### config.mk
export PLATFORM = sky130hd
export DESIGN_NAME = tsfa_host
export DESIGN_NICKNAME = d
export VERILOG_FILES = /design/src/tsfa_host.v /design/src/tsfa_sync.v
export VERILOG_INCLUDE_DIRS = /design/src
export SDC_FILE = /design/constraint.sdc
export NUM_CORES = 1
export LEC_CHECK = 0
export BUFFER_PORTS_ARGS = -buffer_cell sky130_fd_sc_hd__buf_2
export CORE_UTILIZATION = 40
export DETAILED_ROUTE_END_ITERATION = 6
export PLACE_DENSITY = 0.58
export RECOVER_POWER = 100
export SYNTH_ARGS = -nofsm -noshare
export SYNTH_HDL_FRONTEND = slang
export SYNTH_HIERARCHICAL = 1
export SYNTH_SLANG_ARGS = --single-unit
### constraint.sdc
create_clock -name clk -period 3.37 [get_ports clk]
set_input_delay 0 -clock clk [delete_from_list [all_inputs] [get_ports clk]]
set_output_delay 0 -clock clk [all_outputs]
set_load 0.01 [all_outputs]
### src/tsfa_regs.vh
`ifndef TSFA_REGS_VH
`define TSFA_REGS_VH

// Timing figures in ns, clock period in ns
`define TSFA_CLK_NS      100
`define TSFA_WR_MIN_NS   600
`define TSFA_RD_GAP_NS   600
`define TSFA_CMP_NS      800
`define TSFA_RECOVER_NS  500
`define TSFA_WR_MAX_NS   50000
`define TSFA_RD_HOLD_NS  300

// Least times round up to whole cycles
`define TSFA_CYC_UP(ns) (((ns) + `TSFA_CLK_NS - 1) / `TSFA_CLK_NS)

// Mode strap values
`define TSFA_MODE_RD     1'b0
`define TSFA_MODE_WRRD   1'b1

// Result layout
`define TSFA_DATA_W      8
`define TSFA_RESULT_RST  8'h00

`endif

### src/tsfa_host.v
`timescale 1ns/100ps
`include "tsfa_regs.vh"
module tsfa_host #(
    parameter WR_CYC   = `TSFA_CYC_UP(`TSFA_WR_MIN_NS),
    parameter GAP_CYC  = `TSFA_CYC_UP(`TSFA_RD_GAP_NS),
    parameter REC_CYC  = `TSFA_CYC_UP(`TSFA_RECOVER_NS),
    parameter HOLD_CYC = `TSFA_CYC_UP(`TSFA_RD_HOLD_NS),
    parameter TO_CYC   = 2 * `TSFA_CYC_UP(`TSFA_CMP_NS) + 10
) (
    // Clock and reset
    input  wire                    clk,
    input  wire                    rst_n,
    // User command side
    input  wire                    start,
    input  wire                    modeSel,
    input  wire                    useDone,
    output reg                     busy,
    output reg                     resultValid,
    output reg  [`TSFA_DATA_W-1:0] result,
    output reg                     timeoutErr,
    // Converter pins
    output reg                     csN,
    output reg                     rdN,
    output reg                     wrN,
    output reg                     modeOut,
    input  wire [`TSFA_DATA_W-1:0] resultBus,
    input  wire                    doneN,
    input  wire                    readyIn
);
    localparam [2:0] S_IDLE  = 3'h0;
    localparam [2:0] S_WRLO  = 3'h1;
    localparam [2:0] S_GAP   = 3'h2;
    localparam [2:0] S_RDLO  = 3'h3;
    localparam [2:0] S_HOLD  = 3'h4;
    localparam [2:0] S_REC   = 3'h5;
    localparam [2:0] S_ROWT  = 3'h6;

    localparam CW = 16;

    wire [`TSFA_DATA_W-1:0] busSync;
    wire                    doneSync;
    wire                    readySync;
    reg  [2:0]              state_q;
    reg  [CW-1:0]           cnt_q;
    reg                     mode_q;

    tsfa_sync #(
        .WIDTH(`TSFA_DATA_W + 2)
    ) uSync (
        .clk     (clk),
        .rst_n   (rst_n),
        .asyncIn ({resultBus, doneN, readyIn}),
        .syncOut ({busSync, doneSync, readySync})
    );

    function [CW-1:0] cyc;
        input integer n;
        begin
            cyc = n[CW-1:0];
        end
    endfunction

    always @(posedge clk)
    begin
        if (!rst_n)
        begin
            state_q     <= S_IDLE;
            cnt_q       <= {CW{1'b0}};
            mode_q      <= `TSFA_MODE_RD;
            busy        <= 1'b0;
            resultValid <= 1'b0;
            result      <= `TSFA_RESULT_RST;
            timeoutErr  <= 1'b0;
            csN         <= 1'b1;
            rdN         <= 1'b1;
            wrN         <= 1'b1;
            modeOut     <= `TSFA_MODE_RD;
        end
        else
        begin
            resultValid <= 1'b0;
            cnt_q       <= cnt_q + cyc(1);
            case (state_q)
                S_IDLE:
                begin
                    if (start)
                    begin
                        mode_q     <= modeSel;
                        modeOut    <= modeSel;
                        busy       <= 1'b1;
                        timeoutErr <= 1'b0;
                        csN        <= 1'b0;
                        cnt_q      <= {CW{1'b0}};
                        if (modeSel == `TSFA_MODE_WRRD)
                        begin
                            wrN     <= 1'b0;
                            state_q <= S_WRLO;
                        end
                        else
                        begin
                            rdN     <= 1'b0;
                            state_q <= S_ROWT;
                        end
                    end
                end
                S_WRLO:
                begin
                    // Write low long enough, far below the upper limit
                    if (cnt_q >= cyc(WR_CYC - 1))
                    begin
                        wrN     <= 1'b1;
                        cnt_q   <= {CW{1'b0}};
                        state_q <= S_GAP;
                    end
                end
                S_GAP:
                begin
                    // Minimum gap always; with useDone also wait for done
                    if (cnt_q >= cyc(GAP_CYC - 1)
                        && (!useDone || !doneSync))
                    begin
                        rdN     <= 1'b0;
                        cnt_q   <= {CW{1'b0}};
                        state_q <= S_RDLO;
                    end
                    else if (cnt_q >= cyc(TO_CYC))
                    begin
                        timeoutErr <= 1'b1;
                        cnt_q      <= {CW{1'b0}};
                        csN        <= 1'b1;
                        state_q    <= S_REC;
                    end
                end
                S_ROWT:
                begin
                    // Ready high means result latched, done low confirms
                    if (readySync && !doneSync && cnt_q >= cyc(3))
                    begin
                        cnt_q   <= {CW{1'b0}};
                        state_q <= S_RDLO;
                    end
                    else if (cnt_q >= cyc(TO_CYC))
                    begin
                        timeoutErr <= 1'b1;
                        rdN        <= 1'b1;
                        csN        <= 1'b1;
                        cnt_q      <= {CW{1'b0}};
                        state_q    <= S_REC;
                    end
                end
                S_RDLO:
                begin
                    // Bus sampled HOLD_CYC after read fall, then two sync stages
                    if (cnt_q >= cyc(HOLD_CYC + 1))
                    begin
                        result      <= busSync;
                        resultValid <= 1'b1;
                        rdN         <= 1'b1;
                        cnt_q       <= {CW{1'b0}};
                        state_q     <= S_HOLD;
                    end
                end
                S_HOLD:
                begin
                    csN     <= 1'b1;
                    cnt_q   <= {CW{1'b0}};
                    state_q <= S_REC;
                end
                S_REC:
                begin
                    if (cnt_q >= cyc(REC_CYC - 1))
                    begin
                        busy    <= 1'b0;
                        state_q <= S_IDLE;
                    end
                end
                default:
                begin
                    csN     <= 1'b1;
                    rdN     <= 1'b1;
                    wrN     <= 1'b1;
                    state_q <= S_IDLE;
                end
            endcase
        end
    end
endmodule // tsfa_host

### src/tsfa_sync.v
`timescale 1ns/100ps
module tsfa_sync #(
    parameter WIDTH = 1
) (
    // Clock and reset
    input  wire             clk,
    input  wire             rst_n,
    // Asynchronous inputs and their synchronised copy
    input  wire [WIDTH-1:0] asyncIn,
    output reg  [WIDTH-1:0] syncOut
);
    reg [WIDTH-1:0] meta_q;

    always @(posedge clk)
    begin
        if (!rst_n)
        begin
            meta_q  <= {WIDTH{1'b0}};
            syncOut <= {WIDTH{1'b0}};
        end
        else
        begin
            meta_q  <= asyncIn;
            syncOut <= meta_q;
        end
    end
endmodule // tsfa_sync
==> flow_metrics.env, run 1 <==
export IMPL_outcome="completed"
export IMPL_tns_ns=0
export IMPL_clock_sinks=54
export IMPL_wl_met1_um=2350
export IMPL_numCtsBuffers=5
export IMPL_ys_seq_area_share_pct=44.26
export IMPL_start_util_pct=41.25
export IMPL_cpPeakStageDelay_ns=0.44
export IMPL_insertion_delay_ns=0.31
export IMPL_finalSetupViolations=0
export IMPL_synth_area_mm2=0.002442
export IMPL_fin_crit_sh_pct=75.66
export IMPL_layout_nets=313
export IMPL_cts_resized=0
export IMPL_routed_wl_um=4836
export IMPL_total_power_uw=1541
export IMPL_power_share_clock_pct=22.9
export IMPL_post_cts_setup_buffer_count=0
export IMPL_seq_area_mm2=0.001081
export IMPL_dr_total_vias=1900
export IMPL_die_y_um=80.14
export IMPL_crit_path_top_delay_cell="o21ai_0"
export IMPL_finalHoldViolations=0
export IMPL_routabilityCongestion=0.8771
export IMPL_async_flop_share_pct=0
export IMPL_grt_pass1_vias=1717
export IMPL_antenna_cells=0
export IMPL_crit_type="register to register"
export IMPL_firstDrtPassIters=6
export IMPL_cts_root_buffer="clkbuf_8"
export IMPL_p_int_uw=1014
export IMPL_crit_fanout=16
export IMPL_route_detailed_drc=0
export IMPL_synthesis_nets=275
export IMPL_top_layer_used="met4"
export IMPL_min_from="start"
export IMPL_cellLeakagePower_uw=0.001025
export IMPL_ir_worst_vdd_mv=0.2023
export IMPL_synth_cell_types=50
export IMPL_antenna_found_initial=0
export IMPL_io_pin_count=30
export IMPL_num_fill_cells=614
export IMPL_grt_pass1_wl_um=8066
export IMPL_hold_depth=4
export IMPL_wl_per_cell_um=13.11
export IMPL_avgSynthCellArea_um2=9.540
export IMPL_fin_worst_skew_ns=0.01077
export IMPL_fin_cells=369
export IMPL_synth_ff_type="dfxtp_1"
export IMPL_num_rows=28
export IMPL_drive_gt1_share_pct=14.63
export IMPL_whs_ns=0.09094
export IMPL_ant_nets=0
export IMPL_critPathLaunchType="register"
export IMPL_synth_compound_area_share_pct=11.27
export IMPL_rsz0062_at_grt="no"
export IMPL_worst_setup_path_end_kind="register"
export IMPL_multi_input_area_mm2=0.001235
export IMPL_power_frac_comb_pct=26.4
export IMPL_yosys_warnings=6
export IMPL_r2r_end="cnt_q[1]"
export IMPL_r2r_start="cnt_q[1]"
export IMPL_dp_cells=351
export IMPL_max_slew_margin_rel_pct=43.12
export IMPL_track_usage_pct=16.22
export IMPL_synthCells=256
export IMPL_synth_seq_cells=54
export IMPL_power_density_mw_per_mm2=557.0
export IMPL_drt_iter0_markers=172
export IMPL_grt_max_degree=31
export IMPL_worst_pin_slew_ns=0.8501
export IMPL_globalRoute_totalOverflow=0
export IMPL_via_per_inst=5.149
export IMPL_cts_hold_buffers=11
export IMPL_synth_area_mux_share_pct=3.279
export IMPL_clk_path_buf_depth=2
export IMPL_synth_simple_gate_area_share_pct=30.28
export IMPL_post_dp_cell_area_mm2=0.002629
export IMPL_sw_frac_of_total_pct=34.17
export IMPL_numPortBuffers=29
export IMPL_dp_hpwl_um=3303
export IMPL_stdcell_area_mm2=0.002766
export IMPL_cts_clk_slew_worst_paths_ns=0.10
export IMPL_dieArea_mm2=0.006422
export IMPL_seqPwrFrac_pct=50.7
export IMPL_core_region_area_mm2=0.005921
export IMPL_die_w_um=80.14
export IMPL_mostFrequentLayoutCell="dfxtp_1"
export IMPL_r2r_slack_ns=0.82
export IMPL_cts_tree="done"
export IMPL_synth_fa_ha_area_share_pct=2.049
export IMPL_cp_arrival_ns=2.78
export IMPL_layout_common_cells="dfxtp_1 (54), nand2_1 (23), nor3_1 (20), nor2_1 (17), clkbuf_1 (16)"
export IMPL_min_to="modeOut"
export IMPL_min_path_type="input port to register"
export IMPL_synthXorXnorAreaFrac_pct=5.020
export IMPL_drv_cap=0
export IMPL_period_minus_slack_ns=2.550
export IMPL_power_switching_uw=526.6
export IMPL_cp_required_ns=3.60
export IMPL_synth_top_family_by_area="simple AND/OR/NAND/NOR gates"
export IMPL_wl_met3_um=213
export IMPL_r2r_cells=8
export IMPL_syn2layout_area_growth_pct=13.27
export IMPL_synth_edf_count=0
export IMPL_met2_length_um=2189
export IMPL_slew_viol_final=0
export IMPL_max_freq_ghz=0.3922
export IMPL_crit_chain="inv_1 > ha_1 > nand2b_1 > a211o_1 > o21ai_0 > a211oi_2 > clkbuf_1 > nor3b_1"
export IMPL_htreeDepth=2
[power by group through the flow]
stage                     Sequential (uW)  Combinational (uW)  Clock [uW]
after floorplan                       754                 357           0
after global placement                796                 415           0
after detailed placement              794                 410           0
after global routing                  793                 463         393
final                                 781                 407         353
after CTS                             778                 421         364
[worst max path at each step]
stage              from   endpoint  slack (ns)  cells after the start
6_report       cnt_q[1]   cnt_q[1]        0.82                      8
5_1_grt        cnt_q[1]   cnt_q[3]        0.61                      8
4_1_cts        cnt_q[1]   cnt_q[2]        1.09                      7
3_5_place_dp   cnt_q[1]   cnt_q[2]        1.11                      7
3_3_place_gp   cnt_q[1]   cnt_q[1]        1.15                      7
2_1_floorplan  cnt_q[1]  cnt_q[10]        1.41                      8
[area by class of cell]
| class | instances | area share [%] |
|---|---|---|
| multi-input combinational | 183 | 44.64 |
| sequential | 54 | 39.08 |
| timing repair buffer | 41 | 8.684 |
| tap | 75 | 3.392 |
| clock buffer | 5 | 2.488 |
| inverter | 9 | 1.221 |
| clock inverter | 2 | 0.4975 |
[critical path: cells and delay by family (launching register included)]
family	cells	cell delay, ns
AOI/OAI and AO/OA	3	0.98
buffers and inverters	2	0.48
DFF	1	0.42
and+or+nand+nor	2	0.42
adders and majority gates	1	0.17
[metrics by stage]
stage	util [%]	worst slack (ns)
after floorplan	-	1.413
after global placement	44.40	1.153
after detailed placement	44.40	1.111
after CTS	47.65	1.093
after global routing	46.72	0.6145
final	46.72	0.8203
[cells by family (layout without fill, tap and decap cells)]
group | after synthesis | count (layout)
DFF | 54 | 54
AOI/OAI and AO/OA | 35 | 35
adders and majority gates | 4 | 4
muxes | 8 | 8
buffers and inverters | 19 | 57
xor gates and xnor gates | 14 | 14
and+or+nand+nor | 122 | 122
[Yosys cell counts, types with 2 or more instances]
master,n,area [um2]
nor2_1,16,60.06
buf_6,2,22.52
nor4_4,2,42.54
xor2_1,6,52.55
nor3_2,11,110.1
xnor2_1,8,70.07
mux2i_1,8,80.08
o21ai_0,6,30.03
clkbuf_1,6,22.52
ha_1,4,50.05
inv_1,9,33.78
and2_2,11,82.58
nand3_1,9,45.04
nand4_1,7,43.79
and4_1,2,17.52
dfxtp_1,54,1081
and2_1,12,75.07
o211ai_1,3,22.52
nor2b_1,4,25.02
a211o_1,2,17.52
nand2_1,23,86.33
nor3_1,14,70.07
or3_1,3,18.77
buf_4,2,15.01
and3_1,3,18.77
a21oi_1,5,25.02
[metal layers]
layer,track usage [%],up-vias
met5,0,-
met4,6.429,0
met3,3.977,8
met2,24.79,47
met1,21.79,868
li1,-,977
[flip-flops by register name, summed over array words and instances (netlist names), 3 cells and up]
| name | count |
|---|---|
| state_q | 3 |
| uSync/meta_q | 10 |
| cnt_q | 16 |
| result | 8 |
| uSync/syncOut | 10 |
(Power assumes the default switching activity.)
==> inputs of run 2 (changes only) <==
--- a/config.mk
+++ b/config.mk
@@ -6,6 +6,7 @@
 export SDC_FILE = /design/constraint.sdc
 export NUM_CORES = 1
 export LEC_CHECK = 0
+export ABC_AREA = 1
 export BUFFER_PORTS_ARGS = -buffer_cell sky130_fd_sc_hd__buf_2
 export CORE_UTILIZATION = 40
 export DETAILED_ROUTE_END_ITERATION = 6
==> constraint.sdc (replaced) <==
create_clock -name clk -period 2.5 [get_ports clk]
set_input_delay 0 -clock clk [delete_from_list [all_inputs] [get_ports clk]]
set_output_delay 0 -clock clk [all_outputs]
set_load 0.01 [all_outputs]
==> run 2 against run 1 <==
Compared with the run above: combinational power increased by 93%; register-to-register slack got worse by 0.31 ns; setup slack worse by 0.31 ns; critical path type unchanged; clock power increased by 44%; core utilization up 2.3 points; highest routed layer unchanged; via count rose by 8.8%; die area down 1.1%; total power is 50% higher; final cell count rose by 22%; fmax up 28%; global-route usage increased by 0.99 points; critical endpoint is now cnt_q[14].
==> flow_metrics.env, run 2 <==
export IMPL_outcome="completed"
export IMPL_numPortBuffers=29
export IMPL_syn2layout_area_growth_pct=15.18
export IMPL_post_cts_setup_buffer_count=0
export IMPL_synth_edf_count=0
export IMPL_ys_top_cells_by_area="dfxtp_1 (45%), nand2_1 (12%), inv_1 (7.9%)"
export IMPL_cellLeakagePower_uw=0.001392
export IMPL_wl_per_cell_um=10.83
export IMPL_die_y_um=79.70
export IMPL_crit_fanout=16
export IMPL_dp_hpwl_um=3406
export IMPL_min_to="csN"
export IMPL_via_per_inst=4.604
export IMPL_fin_worst_skew_ns=0.008789
export IMPL_htreeDepth=2
export IMPL_fin_crit_sh_pct=79.67
export IMPL_die_w_um=79.70
export IMPL_cpPeakStageDelay_ns=0.47
export IMPL_post_dp_cell_area_mm2=0.002613
export IMPL_synth_seq_cells=54
export IMPL_synth_ff_type="dfxtp_1"
export IMPL_ant_nets=0
export IMPL_path_common_cell="nor2_1"
export IMPL_crit_buf_inv=0
export IMPL_drv_cap=0
export IMPL_drt_iter0_markers=91
export IMPL_antenna_found_initial=0
export IMPL_finalHoldViolations=0
export IMPL_grt_max_degree=34
export IMPL_route_detailed_drc=0
export IMPL_top_regs="cnt_q (16), uSync/meta_q (10), uSync/syncOut (10)"
export IMPL_yosysMostFrequentCell="nand2_1"
export IMPL_cts_clk_slew_worst_paths_ns=0.10
export IMPL_synth_top_area_share_pct=44.77
export IMPL_finalSetupViolations=0
export IMPL_dieArea_mm2=0.006352
export IMPL_mostFrequentLayoutCell="nand2_1"
export IMPL_io_pin_count=30
export IMPL_largest_reg_flops=16
export IMPL_max_flop_register="cnt_q"
export IMPL_globalRoute_totalOverflow=0
export IMPL_min_from="rst_n"
export IMPL_r2r_cells=9
export IMPL_stdcell_area_mm2=0.002781
export IMPL_tns_ns=0
export IMPL_ir_worst_vdd_mv=0.3323
export IMPL_critPathLaunchType="register"
export IMPL_r2r_slack_ns=0.51
export IMPL_cp_required_ns=2.74
export IMPL_cts_root_buffer="clkbuf_8"
export IMPL_start_util_pct=42.55
export IMPL_cts_hold_buffers=12
export IMPL_crit_chain="nor2_1 > nand2_1 > nor2_1 > nand4_1 > nand3_2 > nor2_1 > nand2_1 > nand2_4 > nor2_1"
export IMPL_synth_cell_types=24
export IMPL_period_minus_slack_ns=1.992
export IMPL_dr_total_vias=2067
export IMPL_cts_resized=0
export IMPL_routed_wl_um=4863
export IMPL_routabilityCongestion=0.9083
export IMPL_max_slew_margin_rel_pct=60.62
export IMPL_ys_seq_area_share_pct=44.77
export IMPL_max_freq_ghz=0.5021
export IMPL_layout_nets=395
export IMPL_antenna_cells=0
export IMPL_crit_path_top_delay_cell="nor2_1"
export IMPL_worst_pin_slew_ns=0.5885
export IMPL_num_rows=27
export IMPL_avgSynthCellArea_um2=7.274
export IMPL_worst_setup_path_end_kind="register"
export IMPL_crit_start="cnt_q[12]"
export IMPL_synthTopCellsByCount="nand2_1 (79), dfxtp_1 (54), inv_1 (51), nor2_1 (51), nand3_1 (15)"
export IMPL_grt_pass1_wl_um=8562
export IMPL_clk_path_buf_depth=2
export IMPL_track_usage_pct=17.21
export IMPL_numCtsBuffers=5
export IMPL_firstDrtPassIters=4
export IMPL_synthCells=332
export IMPL_cp_arrival_ns=2.23
export IMPL_r2r_end="cnt_q[14]"
export IMPL_power_density_mw_per_mm2=832.2
export IMPL_layout_common_cells="nand2_1 (80), nor2_1 (60), dfxtp_1 (54), inv_1 (52)"
export IMPL_yosys_warnings=6
export IMPL_slew_viol_final=0
export IMPL_min_path_type="input port to register"
export IMPL_cts_tree="done"
export IMPL_r2r_start="cnt_q[12]"
export IMPL_synth_area_mm2=0.002415
export IMPL_clock_sinks=54
export IMPL_synth_top_cell_by_area="dfxtp_1"
export IMPL_rsz0062_at_grt="no"
export IMPL_hold_depth=2
export IMPL_core_region_area_mm2=0.005675
export IMPL_insertion_delay_ns=0.31
export IMPL_grt_pass1_vias=1983
export IMPL_async_flop_share_pct=0
export IMPL_synthesis_nets=351
export IMPL_drive_gt1_share_pct=8.753
export IMPL_path_delay_family="simple AND/OR/NAND/NOR gates"
export IMPL_crit_type="register to register"
## run 2: cell types whose count changed after synthesis, moves of 6 or more
cell | before | now
and2_1 | 12 | 0
and2_2 | 11 | 0
inv_1 | 9 | 51
mux2i_1 | 8 | 0
nand2_1 | 23 | 79
nand3_1 | 9 | 15
nor2_1 | 16 | 51
nor2_2 | 1 | 11
nor3_1 | 14 | 2
nor3_2 | 11 | 1
o21ai_0 | 6 | 14
xnor2_1 | 8 | 2
## run 2: metrics by stage
stage | total power, uW | utilization, % | instances | setup WS [ns] | hold slack (ns)
2_1_floorplan | 1666 | - | 332 | 0.9291 | 0.09763
3_3_place_gp | 1838 | 46.03 | 429 | 0.6862 | 0.1812
3_5_place_dp | 1840 | 46.03 | 429 | 0.6806 | 0.1850
4_1_cts | 2379 | 49.87 | 449 | 0.6513 | 0.1603
5_1_grt | 2514 | 49.01 | 449 | 0.2715 | 0.1940
6_report | 2315 | 49.01 | 449 | 0.5083 | 0.1659
## run 2: per-layer routing
metal / vias up / track usage, % / wire [um]
met3: 9 / 3.086 / 132
li1: 1106 / - / -
met5: - / 0 / 0
met1: 918 / 21.41 / 2394
met4: 0 / 7.636 / 79
met2: 34 / 28.80 / 2256
## run 2: how the worst max path moves through the flow
stage | to | slack [ns] | cells past startpoint
4_1_cts | cnt_q[14] | 0.65 | 11
6_report | cnt_q[14] | 0.51 | 9
3_5_place_dp | cnt_q[14] | 0.68 | 11
3_3_place_gp | cnt_q[2] | 0.69 | 11
2_1_floorplan | cnt_q[4] | 0.93 | 12
5_1_grt | result[4] | 0.27 | 9
## run 2: area by class of cell
cell class                      count  area, um2
Sequential cell                    54       1081
Multi-Input combinational cell    221       1067
Clock buffer                        5      68.82
Inverter                           53      198.9
Tap cell                           72      90.09
Fill cell                         593       2894
Clock inverter                      3      28.78
Timing Repair Buffer               41      246.5
## run 2: kinds of logic (layout without fill, tap and decap cells)
group	count (synthesis)	after routing	share of synthesized area (%)
buf+inv	57	102	9.792
compound gates	26	26	5.596
simple gates	178	178	33.06
fa+ha+maj	4	4	2.073
flops	54	54	44.77
xor+xnor	13	13	4.715
## run 2: report_power, final
part	leakage (uW)	internal (uW)	switching, uW	total, uW
clock network	0.0000502	208	301	509
logic	0.000901	268	518	786
registers	0.000441	944	76.1	1020
